`config.mk`:
```
export PLATFORM = sky130hd
export DESIGN_NAME = twcp_port
export DESIGN_NICKNAME = d
export VERILOG_FILES = /design/src/hdl/twcp_port.v
export VERILOG_INCLUDE_DIRS = /design/src /design/src/hdl
export SDC_FILE = /design/constraint.sdc
export NUM_CORES = 1
export LEC_CHECK = 0
export ABC_AREA = 1
export BUFFER_PORTS_ARGS = -buffer_cell sky130_fd_sc_hd__buf_2
export CAP_MARGIN = 10
export CORE_ASPECT_RATIO = 2
export CORE_MARGIN = 8
export CORE_UTILIZATION = 51
export CTS_BUF_LIST = sky130_fd_sc_hd__clkbuf_2 sky130_fd_sc_hd__clkbuf_4 sky130_fd_sc_hd__clkbuf_8
export CTS_CLUSTER_SIZE = 30
export DETAILED_ROUTE_END_ITERATION = 12
export PLACE_DENSITY = 0.87
export SETUP_SLACK_MARGIN = 0.3
export SLEW_MARGIN = 20
export SYNTH_ARGS = -nofsm -noshare
export SYNTH_HDL_FRONTEND = slang
export SYNTH_SLANG_ARGS = --single-unit
```
`constraint.sdc`:
```
create_clock -name clk -period 1.6 [get_ports clk]
set_input_delay 0.08 -clock clk [delete_from_list [all_inputs] [get_ports clk]]
set_output_delay 0.08 -clock clk [all_outputs]
set_load 0.01 [all_outputs]
```
`src/hdl/twcp_defs.vh`:
```
`ifndef TWCP_DEFS_VH
`define TWCP_DEFS_VH
`define TWCP_LEN_8       5'h08
`define TWCP_LEN_16      5'h10
`define TWCP_LEN_24      5'h18
`define TWCP_CNT_W       5
`define TWCP_SHIFT_W     24
`define TWCP_A8_HI       7
`define TWCP_A8_LO       6
`define TWCP_A16_HI      7
`define TWCP_A16_LO      6
`define TWCP_A24_HI      7
`define TWCP_A24_LO      6
`define TWCP_GAIN_HI     9
`define TWCP_GAIN_LO     6
`define TWCP_R8_RST      8'h00
`define TWCP_R16_RST     16'h0000
`define TWCP_R24_RST     24'h000000
`define TWCP_PIN_IDLE    3'h1
`define TWCP_CNT_ZERO    5'h00
`define TWCP_GAIN_RST    4'h0
`define TWCP_GAIN_ADDR   2'h0
`define TWCP_W8          8
`define TWCP_W16         16
`define TWCP_W24         24
`endif

```
`src/hdl/twcp_port.v`:
```
`timescale 1ns/1ps
`default_nettype none
`include "twcp_defs.vh"
module twcp_port #(
  parameter NREG    = 4,
  parameter SHIFT_W = `TWCP_SHIFT_W,
  parameter CNT_W   = `TWCP_CNT_W
) (
  input  wire                clk,
  input  wire                sys_rst,
  input  wire                bus_en_n,
  input  wire                bus_clk,
  input  wire                bus_data,
  output wire [NREG*8-1:0]   reg8_flat,
  output wire [NREG*16-1:0]  reg16_flat,
  output wire [NREG*24-1:0]  reg24_flat,
  output reg  [3:0]          if_gain,
  output reg                 write_strobe
);
  // ------------------------------------------------------------------
  // constants
  // ------------------------------------------------------------------
  localparam       NPIN      = 3;
  localparam [2:0] PIN_IDLE  = `TWCP_PIN_IDLE;
  localparam [2:0] ST_IDLE   = 3'h1;
  localparam [2:0] ST_RECV   = 3'h2;
  localparam [2:0] ST_OVER   = 3'h4;

  // ------------------------------------------------------------------
  // pin synchronisers
  // ------------------------------------------------------------------
  wire [NPIN-1:0] pin_raw;
  reg  [NPIN-1:0] pin_meta;
  reg  [NPIN-1:0] pin_sync;

  assign pin_raw = {bus_data, bus_clk, bus_en_n};

  genvar p;
  generate
    for (p = 0; p < NPIN; p = p + 1) begin : g_pin
      // two flops per pin; only the second one is read by logic
      always @(posedge clk) begin
        if (sys_rst) begin
          pin_meta[p] <= PIN_IDLE[p];
          pin_sync[p] <= PIN_IDLE[p];
        end else begin
          pin_meta[p] <= pin_raw[p];
          pin_sync[p] <= pin_meta[p];
        end
      end
    end
  endgenerate

  wire en_sync = pin_sync[0];
  wire ck_sync = pin_sync[1];
  wire dt_sync = pin_sync[2];

  // ------------------------------------------------------------------
  // edge detection
  // ------------------------------------------------------------------
  reg en_prev;
  reg ck_prev;

  // idle levels after reset, so no false edge follows reset
  always @(posedge clk) begin
    if (sys_rst) begin
      en_prev <= PIN_IDLE[0];
      ck_prev <= PIN_IDLE[1];
    end else begin
      en_prev <= en_sync;
      ck_prev <= ck_sync;
    end
  end

  wire en_low  = ~en_sync;
  wire en_fall = en_prev & ~en_sync;
  wire en_rise = ~en_prev & en_sync;
  wire ck_rise = ~ck_prev & ck_sync;

  // ------------------------------------------------------------------
  // frame state machine
  // ------------------------------------------------------------------
  reg  [2:0]       state;
  reg  [2:0]       next_state;
  reg  [CNT_W-1:0] count;
  wire             shift_en;
  wire [CNT_W:0]   count_sum;
  wire             count_wrap;

  assign shift_en   = en_low & ck_rise & (state != ST_IDLE);
  assign count_sum  = {1'h0, count} + {{CNT_W{1'h0}}, 1'h1};
  assign count_wrap = shift_en & count_sum[CNT_W];

  always @* begin
    next_state = state;
    case (state)
      ST_IDLE: begin
        if (en_fall)
          next_state = ST_RECV;
      end
      ST_RECV: begin
        if (en_rise)
          next_state = ST_IDLE;
        else if (count_wrap)
          next_state = ST_OVER;
      end
      ST_OVER: begin
        // too many edges: wait for frame end, load nothing
        if (en_rise)
          next_state = ST_IDLE;
      end
      default: begin
        next_state = ST_IDLE;
      end
    endcase
  end

  always @(posedge clk) begin
    if (sys_rst) begin
      state <= ST_IDLE;
    end else begin
      state <= next_state;
    end
  end

  // ------------------------------------------------------------------
  // edge counter
  // ------------------------------------------------------------------
  always @(posedge clk) begin
    if (sys_rst) begin
      count <= `TWCP_CNT_ZERO;
    end else if (en_fall) begin
      count <= `TWCP_CNT_ZERO;
    end else if (shift_en) begin
      count <= count_sum[CNT_W-1:0];
    end
  end

  // ------------------------------------------------------------------
  // receive shift register
  // ------------------------------------------------------------------
  reg [SHIFT_W-1:0] shift;

  always @(posedge clk) begin
    if (sys_rst) begin
      shift <= `TWCP_R24_RST;
    end else if (shift_en) begin
      shift <= {shift[SHIFT_W-2:0], dt_sync};
    end
  end

  // ------------------------------------------------------------------
  // length decode
  // ------------------------------------------------------------------
  wire commit = en_rise & (state == ST_RECV);
  wire load8  = commit & (count == `TWCP_LEN_8);
  wire load16 = commit & (count == `TWCP_LEN_16);
  wire load24 = commit & (count == `TWCP_LEN_24);

  // ------------------------------------------------------------------
  // address decode
  // ------------------------------------------------------------------
  wire [1:0]      addr8;
  wire [1:0]      addr16;
  wire [1:0]      addr24;
  wire [NREG-1:0] sel8;
  wire [NREG-1:0] sel16;
  wire [NREG-1:0] sel24;

  assign addr8  = shift[`TWCP_A8_HI:`TWCP_A8_LO];
  assign addr16 = shift[`TWCP_A16_HI:`TWCP_A16_LO];
  assign addr24 = shift[`TWCP_A24_HI:`TWCP_A24_LO];
  assign sel8   = {{(NREG-1){1'h0}}, 1'h1} << addr8;
  assign sel16  = {{(NREG-1){1'h0}}, 1'h1} << addr16;
  assign sel24  = {{(NREG-1){1'h0}}, 1'h1} << addr24;

  // ------------------------------------------------------------------
  // register bank
  // ------------------------------------------------------------------
  genvar g;
  generate
    for (g = 0; g < NREG; g = g + 1) begin : g_slot
      reg [`TWCP_W8-1:0]  r8;
      reg [`TWCP_W16-1:0] r16;
      reg [`TWCP_W24-1:0] r24;

      // a whole register is replaced at once, never a part
      always @(posedge clk) begin
        if (sys_rst) begin
          r8  <= `TWCP_R8_RST;
          r16 <= `TWCP_R16_RST;
          r24 <= `TWCP_R24_RST;
        end else begin
          if (load8 && sel8[g]) begin
            r8 <= shift[`TWCP_W8-1:0];
          end
          if (load16 && sel16[g]) begin
            r16 <= shift[`TWCP_W16-1:0];
          end
          if (load24 && sel24[g]) begin
            r24 <= shift[`TWCP_W24-1:0];
          end
        end
      end

      assign reg8_flat[g*`TWCP_W8 +: `TWCP_W8]    = r8;
      assign reg16_flat[g*`TWCP_W16 +: `TWCP_W16] = r16;
      assign reg24_flat[g*`TWCP_W24 +: `TWCP_W24] = r24;
    end
  endgenerate

  // ------------------------------------------------------------------
  // gain field and load strobe
  // ------------------------------------------------------------------
  always @(posedge clk) begin
    if (sys_rst) begin
      if_gain      <= `TWCP_GAIN_RST;
      write_strobe <= 1'h0;
    end else begin
      write_strobe <= load8 | load16 | load24;
      if (load16 && addr16 == `TWCP_GAIN_ADDR) begin
        if_gain <= shift[`TWCP_GAIN_HI:`TWCP_GAIN_LO];
      end
    end
  end

endmodule // twcp_port
`default_nettype wire

```
### Yosys cells after proc, flatten, opt, wreduce, memory -nomap -nowiden

Index checks and enable logic that the tools add are counted.

* bits of input ports: 5
* flip-flop bits (word level): 237
* output and inout port bits: 197

* shift operators: 1
* add/subtract/negate cells: 1
* mux-type cells: 5
* bitwise gates (word level): 15
* reduce and logical (&&, ||, !) cells: 16
* equal/unequal tests: 10

Operators with widths (count)
* $logic_and 1x1->1: 13
* $mux 3: 4
* $and 1x1->1: 10
* $eq 5x5->1 const B: 2
* $pmux 3 s3: 1
* $add 5x1->6 const B: 1
* $eq 5x4->1 const B: 1
* $ne 2x2->1 const B: 2
* $shl 1x2->4 const A: 1
* $eq 3x1->1 const B: 1
* $eq 3x2->1 const B: 1
* $eq 3x3->1 const B: 1
* $ne 3x1->1 const B: 1
* $ne 3x3->1 const B: 1
* $not 1->1: 3
* $reduce_and 3->1: 1
* $logic_not 2->1: 1
* $or 1x1->1: 2
* $reduce_or 2->1: 1

### Longest topological paths before layout

* depth after elaboration: 8
* mapped depth: 10
* gate-level depth less buffers: 8

### Worst setup path after synthesis

OpenSTA, ideal clock, no wires.

* path kind: register -> register
* start: reg count[0]
* end: reg g_slot[3].r24[17]
* path slack: 0.087 ns
* period minus slack after synthesis: 1.513 ns
* required time: 1.487 ns
* setup time: 0.113 ns
* path buffers: 1
* stages on the path, launching flop included: 10
* data arrival time: 1.400 ns
* path through: dfxtp_1 -> inv_1 -> ha_1 -> nand3_1 -> nor2_4 -> nand3_2 -> clkbuf_1 -> nand2_1 -> nand2_1 -> nor2_1

* cells in the longest elaborated chain, start to end: 3

Ends and longest elaborated chain
* start: declaration: line twcp_port.v:85 `reg [CNT_W-1:0] count;`
* start signal: assignment: line twcp_port.v:131 `` count <= `TWCP_CNT_ZERO; ``
* start signal: assignment: line twcp_port.v:133 `` count <= `TWCP_CNT_ZERO; ``
* start signal: assignment: line twcp_port.v:135 `count <= count_sum[CNT_W-1:0];`
* $eq 5x5->1 (no line)
* $and 1x1->1: line twcp_port.v:158 `` wire load24 = commit & (count == `TWCP_LEN_24); ``
* $logic_and 1x1->1: line twcp_port.v:200 `if (load24 && sel24[g]) begin`
* end signal: assignment: line twcp_port.v:192 `` r24 <= `TWCP_R24_RST; ``
* end signal: assignment: line twcp_port.v:201 `` r24 <= shift[`TWCP_W24-1:0]; ``
* end: declaration: line twcp_port.v:185 `` reg [`TWCP_W24-1:0] r24; ``

No other way between the ends.
A chain may end at the register's enable or synchronous reset.

### Final worst setup path

* start: reg count[1]
* end: reg g_slot[0].r24[15]

* cells in the longest elaborated chain, start to end: 3

Ends and longest elaborated chain (line)
* $eq 5x5->1 (no line)
* $and 1x1->1: twcp_port.v:158
* $logic_and 1x1->1: twcp_port.v:200
* end signal: assignment: twcp_port.v:192
* end signal: assignment: twcp_port.v:201
* end: declaration: twcp_port.v:185

No other way between the ends.

==> out/qor.txt <==
share of cells above drive strength 1 = 28.39%
Synth Register Bits = 233
largest net degree at the start of global routing = 47
core area = 17700 µm²
syn avg cell area = 6.696 µm²
PortBufs = 201
Clock Path Buffers = 3
register area share after synthesis = 50.85%
dpl hpwl = 17.74 mm
Mapped Nets = 1377
Ports = 202
detailed-route DRC error count = 0
nets = 1591
most frequent cells in the layout = nor2_1, nand2_1, dfxtp_1
CTS tree = yes
Final Util = 68.85%
total power = 11.06 mW
CTS buffer count = 34
min Tclk post-route = 1.602 ns
Worst Setup SP = count[1]
first-pass GRT wire length = 40.89 mm
Fin. Hold Viols = 0
final setup fails = 1
antenna cells = 0
Placed Cells = 1732
Synth cell types = 22
commonest non-fill, non-tap cell in the layout = nor2_1
starting density of the core = 51.83%
Max Fclk = 0.6244 GHz
failing checks = setup timing
pwr dens = 907.5 nW/µm²
root buffer cell = clkbuf_8
Critical Path Source Type = flip-flop
RD Place Congestion = 0.8748
MaxCap Viol Count = 0
die area = 22800 µm²
initial antenna violation count = 0
Hold Startpoint = bus_en_n
post-route clock period utilization = 100.1%
worst relative slew slack = 38.16%
Area growth syn-to-layout = 32.83%
Skew-Pair Late Insertion Delay = 0.52 ns
synthesized area = 9174 µm²
crit path max fanout = 12
Vias = 9009
Required @ worst endpoint = 2.05 ns
Crit Path Category = flip-flop to flip-flop
Overall Global Routing Usage = 21.76%
worst hold path type = primary input to flip-flop
Worst EP arrival = 2.05 ns
non-filler cells, final = 1819
worst r2r src = count[1]
clk sink count = 233
Slew Limit Fails = 0
setup tns final = -0.001636 ns
post-synthesis cell count = 1370
status = complete, but fails checks
DR pass1 iterations = 5
DRT iter0 DRCs = 588
H-Tree Depth = 2
synth warn = 0
wire per inst = 16.10 µm
Via density = 4.953
peak supply drop = 0.0007575 V
final antenna-violating net count = 0
element type at the critical path end = flip-flop
die height = 205.7 µm
Sequential Area = 4672 µm²
Worst-Margin Slew = 0.9263 ns
Post-Route WL = 29.29 mm
static leakage = 7.043 nW
setup skew after layout = 0.01586 ns
RSZ-0062 raised after global routing = yes
grt total ovfl = 0
multi-input logic area = 3846 µm²
Core Rows = 69
Die X-Extent = 110.8 µm
filler instances = 1328
clk slew on worst S/H paths = 0.06 ns
number of global-route vias before repair = 8116
Final WS setup = -0.001636 ns
==> flip-flops by register name, indices dropped and copies added, names as in the netlist, 3 cells and up <==
signal	flops
count	5
g_slot.r16	60
g_slot.r24	96
g_slot.r8	32
if_gain	4
pin_meta	3
shift	24
state	3
==> final timing paths <==
kind	cells past startpoint	slack [ns]	end
worst min-delay path	3	0.30	pin_meta[0]
worst min register to register	2	0.40	dt_sync
worst max-delay path	10	-0.002	g_slot[0].r24[15]
worst max register to register	10	-0.002	g_slot[0].r24[15]
==> cells in the mapped netlist <==
cell | n | area [µm²]
nor2_2 | 1 | 6.260
nand3_4 | 1 | 17.52
o21ai_0 | 29 | 145.1
inv_2 | 1 | 3.750
buf_4 | 4 | 30.03
nand3_1 | 32 | 160.2
xor2_1 | 1 | 8.760
a21oi_1 | 34 | 170.2
ha_1 | 2 | 25.02
or2_2 | 2 | 12.51
and3_1 | 1 | 6.260
nor3_1 | 1 | 5.000
nand2_1 | 357 | 1340
nor2_4 | 2 | 22.52
nor2_1 | 366 | 1374
nand3_2 | 3 | 30.03
buf_2 | 15 | 75.07
buf_6 | 1 | 11.26
clkbuf_1 | 45 | 168.9
dfxtp_1 | 233 | 4664
inv_1 | 223 | 837.1
buf_1 | 16 | 60.06
==> timing repair <==
action / CTS / global route
cloned: 0 / 14
gates resized for setup: 5 / 140
endpoints found under the setup margin: 198 / 221
hold buffers: 4 / 0
endpoints found under the hold margin: 22 / 0
pin swaps: 2 / 30
setup buffers: 0 / 11
==> worst max-delay path, cell delays in order, from the launching register on <==
cell and delay [ns]:
dfxtp_2 0.32, inv_2 0.08, ha_4 0.15, nand3_4 0.09, nor2_4 0.16, buf_4 0.16, nand3_4 0.14, clkbuf_16 0.24
nand2_1 0.06, nand2_1 0.04, nor2_1 0.09
==> cells by family (layout without fill, tap and decap cells) <==
| logic type | Yosys count | in the layout | share of synthesized area [%] |
|---|---|---|---|
| simple gates | 766 | 767 | 32.42 |
| buf+inv | 305 | 540 | 12.93 |
| flops | 233 | 233 | 50.85 |
| compound gates | 63 | 63 | 3.437 |
| fa+ha+maj | 2 | 2 | 0.2727 |
| xor+xnor | 1 | 1 | 0.09549 |
==> where the power goes <==
group,total (mW),switching (mW),internal [mW]
clock network,4.90,2.28,2.62
logic,0.291,0.202,0.0893
registers,5.87,0.0401,5.83
total,11.1,2.52,8.54
==> stage by stage <==
step	cell area (µm²)	setup slack, ns	hold WS [ns]
2_1_floorplan	9488	0.1585	0.1838
3_3_place_gp	10620	0.03999	0.2660
3_5_place_dp	10620	-0.002492	0.2645
4_1_cts	11380	0.08655	0.2656
5_1_grt	12190	-0.09611	0.2972
6_report	12190	-0.001636	0.2962
==> layer usage <==
metal	routed length, µm	part of all wire [%]	vias up	track usage (%)
li1	-	-	4383	-
met3	1905	6.5	114	4.437
met4	1718	5.9	0	12.48
met2	15240	52	381	40.46
met5	0	0	-	0
met1	10430	36	4131	21.92
==> area by class of cell <==
class / instances / share of cell area [%]
inverters: 224 / 6.962
flip-flops and latches: 233 / 38.34
clock buffers: 51 / 5.350
multi-input cells: 833 / 31.56
clock inverters: 7 / 0.3902
well taps: 213 / 2.187
repair buffers: 258 / 15.21
Power figures use the tool's default switching activity.
